## src/logic/pwm_regs_pkg.sv

```systemverilog
package pwm_regs_pkg;
  localparam int unsigned NUM_CHANNELS          = 3;
  localparam int unsigned ADDR_WIDTH            = 8;
  // Channel block layout: byte address = CHANNEL_BASE + channel * CHANNEL_STRIDE + field offset
  localparam logic [7:0]  CHANNEL_BASE          = 8'h00;
  localparam logic [7:0]  CHANNEL_STRIDE        = 8'h10;
  localparam logic [7:0]  TIMER_COUNT_LOW_OFF   = 8'h00;
  localparam logic [7:0]  TIMER_COUNT_HIGH_OFF  = 8'h04;
  localparam logic [7:0]  CHANNEL_CONTROL_OFF   = 8'h08;
  localparam logic [7:0]  CHANNEL_LOAD_CTRL_OFF = 8'h0c;
  localparam logic [7:0]  SHARED_ENABLE_ADDR    = 8'h30;
  localparam logic [7:0]  SHARED_LOAD_ADDR      = 8'h34;
  localparam logic [7:0]  SHARED_OUTPUT_ADDR    = 8'h38;
  localparam logic [7:0]  LOAD_DONE_ADDR        = 8'h3c;
  // Field positions
  localparam int unsigned CONTROL_ENABLE_BIT    = 7;
  localparam int unsigned CONTROL_OUTPUT_BIT    = 5;
  localparam int unsigned LOAD_ARMED_BIT        = 7;
  localparam int unsigned MIRROR_WIDTH          = 3;
  // Reset values
  localparam logic [2:0]  MIRROR_RESET          = 3'h0;
  localparam logic [1:0]  RESP_OKAY             = 2'h0;
  localparam logic [1:0]  RESP_SLVERR           = 2'h2;
  typedef enum logic [1:0] {
    bus_idle  = 2'b00,
    bus_resp  = 2'b01
  } write_state_t;
endpackage

```

## src/logic/pwm_timer_mirror_regs.sv

```systemverilog
// What this block does
// Each channel's timer count high byte reads and writes counter bits 15 to 8.
// Each channel's timer count low byte reads and writes counter bits 7 to 0.
// Shared enable view bits 2..0 mirror control bit 7 of channels 2..0.
// Shared load-armed view bits 2..0 mirror load control bit 7 of channels 2..0.
// Shared output view bits 2..0 mirror control bit 5 of channels 2..0.
// Bits 7..3 of the shared views ignore writes and read zero.
// Timer bytes survive reset; mirror bits clear to zero on every reset.
// Load-armed clears after a reload completes; software may clear it too.
// Mirror and source share one flop, so either write updates both views.
//
// Design decisions made here: the register offsets and register access over AXI4-Lite.
module pwm_timer_mirror_regs
  import pwm_regs_pkg::*;
(
  input  wire logic                  aclk,
  input  wire logic                  aresetn,
  input  wire logic [ADDR_WIDTH-1:0] s_axi_awaddr,
  input  wire logic                  s_axi_awvalid,
  output logic                       s_axi_awready,
  input  wire logic [31:0]           s_axi_wdata,
  input  wire logic [3:0]            s_axi_wstrb,
  input  wire logic                  s_axi_wvalid,
  output logic                       s_axi_wready,
  output logic [1:0]                 s_axi_bresp,
  output logic                       s_axi_bvalid,
  input  wire logic                  s_axi_bready,
  input  wire logic [ADDR_WIDTH-1:0] s_axi_araddr,
  input  wire logic                  s_axi_arvalid,
  output logic                       s_axi_arready,
  output logic [31:0]                s_axi_rdata,
  output logic [1:0]                 s_axi_rresp,
  output logic                       s_axi_rvalid,
  input  wire logic                  s_axi_rready,
  input  wire logic [2:0]            timer_tick,
  input  wire logic [2:0]            reload_done,
  output logic [2:0]                 channel_enable,
  output logic [2:0]                 channel_load_armed,
  output logic [2:0]                 channel_output_level
);

  typedef struct packed {
    logic              awready;
    logic              wready;
    logic              aw_held;
    logic              w_held;
    logic [7:0]        aw_addr;
    logic [31:0]       w_data;
    logic [3:0]        w_strb;
    write_state_t      wstate;
    logic [1:0]        bresp;
    logic              arready;
    logic              rvalid;
    logic [31:0]       rdata;
    logic [1:0]        rresp;
    logic [2:0]        enable;
    logic [2:0]        load_armed;
    logic [2:0]        out_level;
    logic [2:0][15:0]  count;
  } state_t;

  state_t s;
  state_t next_s;

  // Channel index of an address inside a channel block, or 3 when outside
  function automatic logic [1:0] chan_of(input logic [7:0] a);
    logic [1:0] c;
    c = 2'd3;
    for (int i = 0; i < NUM_CHANNELS; i++) begin
      if (a[7:4] == 4'(i) + CHANNEL_BASE[7:4]) begin
        c = 2'(i);
      end
    end
    return c;
  endfunction

  function automatic logic [7:0] field_of(input logic [7:0] a);
    return {4'h0, a[3:0]};
  endfunction

  function automatic logic known(input logic [7:0] a);
    logic k;
    k = (chan_of(a) != 2'd3) && (a[1:0] == 2'b00);
    k = k || a == SHARED_ENABLE_ADDR || a == SHARED_LOAD_ADDR;
    k = k || a == SHARED_OUTPUT_ADDR || a == LOAD_DONE_ADDR;
    return k;
  endfunction

  function automatic logic [31:0] read_word(input state_t st, input logic [7:0] a);
    logic [31:0] d;
    logic [1:0]  c;
    d = 32'h0;
    c = chan_of(a);
    if (c != 2'd3) begin
      unique case (field_of(a))
        TIMER_COUNT_LOW_OFF:   d[7:0] = st.count[c][7:0];
        TIMER_COUNT_HIGH_OFF:  d[7:0] = st.count[c][15:8];
        CHANNEL_CONTROL_OFF: begin
          d[CONTROL_ENABLE_BIT] = st.enable[c];
          d[CONTROL_OUTPUT_BIT] = st.out_level[c];
        end
        CHANNEL_LOAD_CTRL_OFF: d[LOAD_ARMED_BIT] = st.load_armed[c];
        default:               d = 32'h0;
      endcase
    end else if (a == SHARED_ENABLE_ADDR) begin
      d[2:0] = st.enable;
    end else if (a == SHARED_LOAD_ADDR) begin
      d[2:0] = st.load_armed;
    end else if (a == SHARED_OUTPUT_ADDR) begin
      d[2:0] = st.out_level;
    end
    return d;  // Upper bits stay zero
  endfunction

  logic [1:0] wc;
  logic [7:0] wf;

  always_comb begin
    next_s = s;
    wc = chan_of(s.aw_addr);
    wf = field_of(s.aw_addr);
    // Write channel: address and data accepted in either order
    if (s_axi_awvalid && s.awready) begin
      next_s.aw_held = 1'b1;
      next_s.aw_addr = s_axi_awaddr;
      next_s.awready = 1'b0;
    end
    if (s_axi_wvalid && s.wready) begin
      next_s.w_held = 1'b1;
      next_s.w_data = s_axi_wdata;
      next_s.w_strb = s_axi_wstrb;
      next_s.wready = 1'b0;
    end
    // Counters run on their ticks; a software write in the same cycle wins
    for (int i = 0; i < NUM_CHANNELS; i++) begin
      if (timer_tick[i] && s.enable[i]) begin
        next_s.count[i] = s.count[i] + 16'h1;
      end
      if (reload_done[i]) begin
        next_s.load_armed[i] = 1'b0;
      end
    end
    unique case (s.wstate)
      bus_idle: begin
        if (s.aw_held && s.w_held) begin
          next_s.wstate = bus_resp;
          next_s.bresp = known(s.aw_addr) ? RESP_OKAY : RESP_SLVERR;
          if (s.w_strb[0] && known(s.aw_addr)) begin
            if (wc != 2'd3) begin
              unique case (wf)
                TIMER_COUNT_LOW_OFF:   next_s.count[wc][7:0]  = s.w_data[7:0];
                TIMER_COUNT_HIGH_OFF:  next_s.count[wc][15:8] = s.w_data[7:0];
                CHANNEL_CONTROL_OFF: begin
                  next_s.enable[wc]    = s.w_data[CONTROL_ENABLE_BIT];
                  next_s.out_level[wc] = s.w_data[CONTROL_OUTPUT_BIT];
                end
                // Arming by software loses to a same-cycle reload completion
                CHANNEL_LOAD_CTRL_OFF: next_s.load_armed[wc] = s.w_data[LOAD_ARMED_BIT] & ~reload_done[wc];
                default:               next_s.bresp = RESP_SLVERR;
              endcase
            end else if (s.aw_addr == SHARED_ENABLE_ADDR) begin
              next_s.enable = s.w_data[2:0];
            end else if (s.aw_addr == SHARED_LOAD_ADDR) begin
              next_s.load_armed = s.w_data[2:0] & ~reload_done;
            end else if (s.aw_addr == SHARED_OUTPUT_ADDR) begin
              next_s.out_level = s.w_data[2:0];
            end
          end
        end
      end
      bus_resp: begin
        if (s_axi_bready) begin
          next_s.wstate  = bus_idle;
          next_s.aw_held = 1'b0;
          next_s.w_held  = 1'b0;
          next_s.awready = 1'b1;
          next_s.wready  = 1'b1;
        end
      end
      default: next_s.wstate = bus_idle;
    endcase
    // Read channel: one outstanding read, answer one cycle after acceptance
    if (s_axi_arvalid && s.arready) begin
      next_s.arready = 1'b0;
      next_s.rvalid  = 1'b1;
      next_s.rdata   = read_word(s, s_axi_araddr);
      next_s.rresp   = known(s_axi_araddr) ? RESP_OKAY : RESP_SLVERR;
    end else if (s.rvalid && s_axi_rready) begin
      next_s.rvalid  = 1'b0;
      next_s.arready = 1'b1;
    end
    // Synchronous reset: timer counts keep their contents across it
    if (!aresetn) begin
      next_s.awready    = 1'b1;
      next_s.wready     = 1'b1;
      next_s.aw_held    = 1'b0;
      next_s.w_held     = 1'b0;
      next_s.wstate     = bus_idle;
      next_s.bresp      = RESP_OKAY;
      next_s.arready    = 1'b1;
      next_s.rvalid     = 1'b0;
      next_s.rdata      = 32'h0;
      next_s.rresp      = RESP_OKAY;
      next_s.enable     = MIRROR_RESET;
      next_s.load_armed = MIRROR_RESET;
      next_s.out_level  = MIRROR_RESET;
      next_s.count      = s.count;
    end
  end

  always_ff @(posedge aclk) begin
    s <= next_s;
  end

  assign s_axi_awready        = s.awready;
  assign s_axi_wready         = s.wready;
  assign s_axi_bvalid         = (s.wstate == bus_resp);
  assign s_axi_bresp          = s.bresp;
  assign s_axi_arready        = s.arready;
  assign s_axi_rvalid         = s.rvalid;
  assign s_axi_rdata          = s.rdata;
  assign s_axi_rresp          = s.rresp;
  assign channel_enable       = s.enable;
  assign channel_load_armed   = s.load_armed;
  assign channel_output_level = s.out_level;

  logic write_commit;
  assign write_commit = s.wstate == bus_idle && s.aw_held && s.w_held && s.w_strb[0];
endmodule

```

## config.mk

```make
export PLATFORM = sky130hd
export DESIGN_NAME = pwm_timer_mirror_regs
export DESIGN_NICKNAME = d
export VERILOG_FILES = /design/src/logic/pwm_regs_pkg.sv /design/src/logic/pwm_timer_mirror_regs.sv
export SDC_FILE = /design/constraint.sdc
export NUM_CORES = 1
export LEC_CHECK = 0
export ABC_AREA = 1
export BUFFER_PORTS_ARGS = -buffer_cell sky130_fd_sc_hd__buf_2
export CAP_MARGIN = 20
export CORE_MARGIN = 2
export CORE_UTILIZATION = 47
export CTS_BUF_LIST = sky130_fd_sc_hd__clkbuf_4 sky130_fd_sc_hd__clkbuf_8
export CTS_CLUSTER_DIAMETER = 30
export DETAILED_ROUTE_END_ITERATION = 10
export PLACE_DENSITY_LB_ADDON = 0.08
export SLEW_MARGIN = 20
export SYNTH_ARGS = -nofsm -noshare
export SYNTH_HDL_FRONTEND = slang
export SYNTH_SLANG_ARGS = --single-unit
```

## constraint.sdc

```tcl
create_clock -name aclk -period 2.4 [get_ports aclk]
set_clock_uncertainty 0.1 [all_clocks]
set_input_delay 0.24 -clock aclk [delete_from_list [all_inputs] [get_ports aclk]]
set_output_delay 0.24 -clock aclk [all_outputs]
set_load 0.05 [all_outputs]
```

==> impl_metrics.csv, run 1 <==
group,metric,value,unit
finish,layout.nets,1032,
die,dieHeight,120,microns
route,routed_wl,18300,microns
die,ios,115,
worst_setup_path,path_max_fanout,4,
finish,layout-drive-gt1-share,15.3,%
worst_setup_path,path_cells,"inv_1, nand2_1, nor2_1, inv_1, ha_2, nor3_4, nand2_2, nor2_2, buf_4, nand3_1, nor2_1, a21oi_1",
die,core-area,13200,sq um
timing,fin_setup_tns,0,ns
place,place_area,6740,sq um
power,pwr-share-clk,33.0,%
global_route,globalRouteMet1Util,34.2,%
clock_network,clock_sinks,91,
route,num_vias,6037,
route,wl_per_cell,16.1,microns
worst_setup_path,cp.arrival,2.31,ns
finish,fin_area,7230,sq um
finish,syn_to_final_growth,14.6,%
yosys,synth_fa_ha_area_share,1.39,%
finish,instances_no_fill,1141,
global_route,grt_pass1_vias,5629,
timing,rsz0062_at_grt,"no",
clock_network,cts_tree,"done",
global_route,grtUsageMet2,42.3,%
power,total_power,3.66,mW
worst_setup_path,slowest_stage,"edfxtp_1",
route,ant_nets,0,
yosys,yosysWarnings,0,
timing,fin_ws,0.131,ns
worst_hold_path,hold_class,"input pin to flip-flop",
die,rows,42,
global_route,gr-usage-all-layers,26.0,%
worst_setup_path,start_kind,"flip-flop",
finish,multi_input_area,3070,sq um
yosys,syn_avg_cell_area,7.22,sq um
yosys,yosysSeqAreaShare,39.2,%
timing,period_needed,2.27,ns
place,dp_hpwl,14000,microns
clock_network,clk_latency,0.39,ns
clock_network,ctsHtreeMaxLevel,3,
power,power_switching,1.12,mW
clock_network,cts_buffer_depth,2,
power,power_frac_seq,50.8,%
timing,worst_slew_pin_slew,0.545,ns
global_route,grt-ovfl-total,0,
global_route,grt_max_degree,31,
power,swShare,30.5,%
timing,fin_hold_ws,0.0164,ns
yosys,netlist_top_cells_area,"edfxtp_1 31%, nand2_1 13%, dfxtp_1 8.2%",
yosys,synth-simple-area-share,32.3,%
timing,relSlewSlack,63.7,%
run,cap_violations,0,
global_route,gr-usage-met3,5.85,%
yosys,ys_ff_latch,91,
route,drc,0,
power,p_int,2.54,mW
die,initial_utilization,47.9,%
yosys,netlist_instances,875,
timing,fin_crit_sh,94.5,%
worst_setup_path,endpoint_kind,"flip-flop",
clock_network,cts_buffers,9,
yosys,synth_mux_area_share,0,%
worst_setup_path,cp.required,2.44,ns
clock_network,root_buffer,"clkbuf_8",
yosys,synth_top_area_share,30.9,%
yosys,synth_top_family_by_area,"simple AND/OR/NAND/NOR gates",
finish,final_util,54.8,%
yosys,yosysTopAreaCell,"edfxtp_1",
timing,report.final.slew_viol_count,0,
worst_setup_path,slowest_delay,0.38,ns
worst_setup_path,path_class,"flip-flop to flip-flop",
yosys,synth-compound-area-share,10.2,%
power,combPwrFrac,16.2,%
status,status,"completed",
place,dp_cells,1103,
yosys,synth_xor_area_share,2.36,%
timing,hold_viol_final,0,
finish,final.fill_count,1335,
place,dp_slack,-0.0202,ns
route,drtIter0Drc,510,
finish,ff_latch_area,2470,sq um
timing,setup_viol_count_final,0,
timing,clock.fmax,441,MHz
die,fp.dieArea,14400,sq um
clock_network,path_clk_slew,0.10,ns
place,gp_congestion,0.987,
route,via_per_inst,5.29,
finish,antennaDiodeCount,0,
power,vdd_ir_drop_max,0.429,mV
global_route,grt_pass1_wl,28700,microns
yosys,syn-cell-area,6310,sq um
power,p_leak,3.42,nW
place,io_buffers,61,
power,powerDensity,505,nW/um^2
global_route,antenna_found_initial,0,
global_route,grt-busiest-layer,"met2",
die,die_w,120,microns
route,dr.pass1.iters,6,
yosys,synthDistinctLibCells,38,
routing by layer:
metal | wire [microns] | part of all wire (%) | vias up
met5 | 0 | 0 | -
met1 | 8130 | 44 | 2813
met3 | 1160 | 6.3 | 31
li1 | - | - | 2954
met2 | 8640 | 47 | 239
met4 | 412 | 2.2 | 0
timing repair:
item,in CTS,in global routing
hold buffers,20,0
pin swaps,0,1
hold endpoints to repair,20,0
resized for setup,1,11
endpoints found under the setup margin,4,41
buffers inserted,0,2
flip-flops by register name, summed over array words and instances (netlist names):
| signal | flops |
|---|---|
| s_axi_rvalid | 1 |
| channel_output_level | 3 |
| s_axi_rdata | 8 |
| s | 68 |
| channel_load_armed | 3 |
| channel_enable | 3 |
| s_axi_bresp | 1 |
| s_axi_rresp | 1 |
| s_axi_wready | 1 |
| s_axi_arready | 1 |
| s_axi_awready | 1 |
cells in the final DEF, fill, tap and decap left out, types with 3 or more instances in the layout:
cell type	instances
nand3_2	5
xor2_1	17
inv_2	4
nand2_1	217
nand4_1	12
clkinv_4	3
dlygate4sd3_1	20
edfxtp_1	65
a22oi_1	6
a31oi_1	4
o211ai_1	8
nor2_4	7
o21ai_1	17
nand3b_1	3
a21oi_1	30
inv_1	133
clkbuf_8	9
buf_2	61
buf_4	23
o21ai_0	35
nor3_1	17
nor2_1	65
nand2_2	7
nand3_1	90
nand2_4	4
conb_1	26
nor2_2	10
o22ai_1	9
dfxtp_1	26
ha_1	6
cell usage after synthesis, drive strengths merged:
| cell type | count |
|---|---|
| nand2 | 228 |
| inv | 137 |
| nand3 | 97 |
| nor2 | 82 |
| edfxtp | 65 |
| o21ai | 52 |
| buf | 51 |
| a21oi | 30 |
| dfxtp | 26 |
| nor3 | 19 |
| xor2 | 17 |
| nand4 | 12 |
| o22ai | 9 |
| o211ai | 8 |
| clkbuf | 7 |
| ha | 7 |
| a22oi | 6 |
| a31oi | 4 |
| nand3b | 3 |
| or2 | 3 |
| a32oi | 2 |
| and3 | 2 |
| clkinv | 2 |
| o31ai | 2 |
| conb | 1 |
| nor4 | 1 |
| o21a | 1 |
| o21bai | 1 |
path summary, 6_finish.rpt:
check	start	endpoint	slack (ns)	cells past startpoint
max	s[139]	s[20]	0.13	12
min	s_axi_bready	s_axi_awready	0.02	3
max reg2reg	s[139]	s[20]	0.13	12
min reg2reg	s_axi_rdata[7]	s_axi_rdata[7]	0.38	2
final cells by class:
type / count / share of cell area [%]
clock buffer: 9 / 1.71
clock inverter: 7 / 1.38
inverter: 139 / 7.21
multi-input combinational: 612 / 42.4
sequential: 91 / 34.2
tap: 176 / 3.04
timing repair buffer: 107 / 10.1
power by group through the flow:
stage               clock [mW]  sequential, mW  combinational [mW]
floorplan                    0            1.88               0.421
global placement             0            1.89               0.550
detailed placement           0            1.89               0.559
CTS                       1.23            1.86               0.585
global route              1.30            1.87               0.648
finish                    1.21            1.86               0.592
worst max-delay path, delay by kind of cell, from the launching register on:
| family | cells | cell delay, ns |
|---|---|---|
| simple gates | 7 | 0.95 |
| flops | 1 | 0.38 |
| buf+inv | 3 | 0.31 |
| fa+ha+maj | 1 | 0.23 |
| compound gates | 1 | 0.05 |
cells by family after synthesis:
group                    after synthesis
buffers and inverters                197
XOR/XNOR                              17
flip-flops                            91
other                                  1
adder cells (fa/ha/maj)                7
AO/OA/AOI/OAI                        115
AND/OR/NAND/NOR                      447
(Power assumes the default switching activity.)
==> run 2, diff against run 1 <==
--- a/config.mk
+++ b/config.mk
@@ -13,7 +13,9 @@
 export CTS_BUF_LIST = sky130_fd_sc_hd__clkbuf_4 sky130_fd_sc_hd__clkbuf_8
 export CTS_CLUSTER_DIAMETER = 30
 export DETAILED_ROUTE_END_ITERATION = 10
+export HOLD_SLACK_MARGIN = 0.05
 export PLACE_DENSITY_LB_ADDON = 0.08
+export RECOVER_POWER = 100
 export SLEW_MARGIN = 20
 export SYNTH_ARGS = -nofsm -noshare
 export SYNTH_HDL_FRONTEND = slang
==> impl_metrics.csv, run 2 (same netlist as run 1, synthesis figures left out) <==
group,metric,value,unit
power,power_frac_seq,51.0,%
place,dp_slack,-0.0202,ns
clock_network,clock_sinks,91,
global_route,grt_max_degree,31,
power,vdd_ir_drop_max,0.434,mV
global_route,gr-usage-all-layers,26.0,%
finish,top_register,"s",
worst_setup_path,endpoint_kind,"flip-flop",
route,ant_nets,0,
power,powerDensity,509,nW/um^2
power,p_int,2.53,mW
worst_setup_path,cp.required,2.45,ns
clock_network,cts_tree,"done",
timing,fin_ws,0.130,ns
status,violations,"max-capacitance violations, max-slew violations",
timing,clock.fmax,441,MHz
die,die_w,120,microns
timing,report.final.slew_viol_count,61,
worst_setup_path,crit_family,"simple AND/OR/NAND/NOR gates",
finish,final_common_cell,"nand2_1",
clock_network,root_buffer,"clkbuf_8",
finish,layout_common_cells,"219 x nand2_1, 133 x inv_1, 90 x nand3_1",
finish,antennaDiodeCount,0,
finish,syn_to_final_growth,13.6,%
die,rows,42,
clock_network,clk_latency,0.39,ns
die,dieHeight,120,microns
timing,worst_slew_pin_slew,1.75,ns
global_route,grt_pass1_vias,5625,
timing,rsz0062_at_grt,"no",
worst_setup_path,path_cells,"inv_1, nand2_1, nor2_1, inv_1, ha_2, buf_6, nor2_2, nand2_1, nor2_1, inv_1, nor3_2, buf_4, a31oi_1",
clock_network,ctsHtreeMaxLevel,3,
worst_hold_path,hold_class,"input pin to flip-flop",
global_route,grt-ovfl-total,0,
clock_network,cts_buffer_depth,2,
power,p_leak,3.31,nW
timing,hold_viol_final,0,
worst_setup_path,cpMostUsedCell,"inv_1",
worst_setup_path,path_class,"flip-flop to flip-flop",
clock_network,path_clk_slew,0.10,ns
status,status,"finished with violations",
route,wl_per_cell,16.0,microns
finish,layout.nets,1034,
worst_setup_path,slowest_stage,"edfxtp_1",
worst_setup_path,path_max_fanout,17,
global_route,grt_pass1_wl,28700,microns
place,dp_hpwl,14000,microns
route,drtIter0Drc,527,
die,core-area,13200,sq um
clock_network,cts_buffers,9,
route,drc,0,
worst_setup_path,start_kind,"flip-flop",
worst_setup_path,cp_num_buf_inv,5,
place,dp_cells,1103,
route,via_per_inst,5.24,
power,combPwrFrac,15.9,%
timing,period_needed,2.27,ns
power,power_switching,1.11,mW
die,fp.dieArea,14400,sq um
finish,instances_no_fill,1143,
route,num_vias,5993,
timing,fin_crit_sh,94.6,%
worst_setup_path,cp.arrival,2.31,ns
die,initial_utilization,47.9,%
global_route,antenna_found_initial,0,
worst_setup_path,reg2reg_slack,0.13,ns
finish,largest_register_ffs,68,
timing,fin_setup_tns,0,ns
timing,relSlewSlack,-16.5,%
power,pwr-share-clk,33.1,%
finish,final.fill_count,1363,
finish,layout-drive-gt1-share,11.7,%
timing,setup_viol_count_final,0,
place,gp_congestion,0.987,
timing,fin_hold_ws,0.0924,ns
route,dr.pass1.iters,5,
finish,final_util,54.4,%
die,ios,115,
route,routed_wl,18200,microns
power,swShare,30.6,%
run,cap_violations,2,
place,io_buffers,61,
worst_setup_path,slowest_delay,0.38,ns
[run 2: cell type report]
class / count / area [sq um] / share of cell area [%]
Sequential cell: 91 / 2470 / 34.5
Inverter: 139 / 522 / 7.28
Clock buffer: 9 / 124 / 1.73
Timing Repair Buffer: 109 / 683 / 9.53
Multi-Input combinational cell: 612 / 3050 / 42.5
Tap cell: 176 / 220 / 3.07
Clock inverter: 7 / 100 / 1.40
[run 2: final timing paths]
kind | from | to | cells past startpoint
hold / removal | s_axi_bready | s[142] | 4
setup / recovery | s[139] | s[26] | 13
hold reg to reg | s_axi_rdata[7] | s_axi_rdata[7] | 2
setup reg to reg | s[139] | s[26] | 13
[run 2: worst min-delay path, stage by stage]
cell,delay (ns)
buf_2,0.07
a21oi_1,0.09
inv_1,0.10
nor2_1,0.04
[run 2: power by group through the flow]
stage	Sequential, mW	Combinational, mW	Clock, mW
2_1_floorplan	1.88	0.421	0
3_3_place_gp	1.89	0.550	0
3_5_place_dp	1.89	0.559	0
4_1_cts	1.86	0.589	1.23
5_1_grt	1.87	0.636	1.30
6_report	1.86	0.578	1.21
[run 2: stage by stage]
| step | cell area, sq um | total power, mW |
|---|---|---|
| after CTS | 7190 | 3.68 |
| after global placement | 6740 | 2.44 |
| after floorplan | 6410 | 2.30 |
| final | 7170 | 3.65 |
| after global routing | 7170 | 3.80 |
| after detailed placement | 6740 | 2.45 |
[run 2: what timing repair did]
item	CTS	global route
hold endpoints to repair	20	0
buffers inserted	0	2
pin swaps	0	1
gates resized for setup	1	11
setup endpoints to repair	4	41
hold buffers	22	0
[run 2: per-layer routing]
layer  track usage, %  wire length [microns]  vias up
met5                0                      0        -
met1             34.2                   8110     2761
met2             42.3                   8570      244
met3             5.89                   1160       27
li1                 -                      -     2961
met4             8.82                    389        0
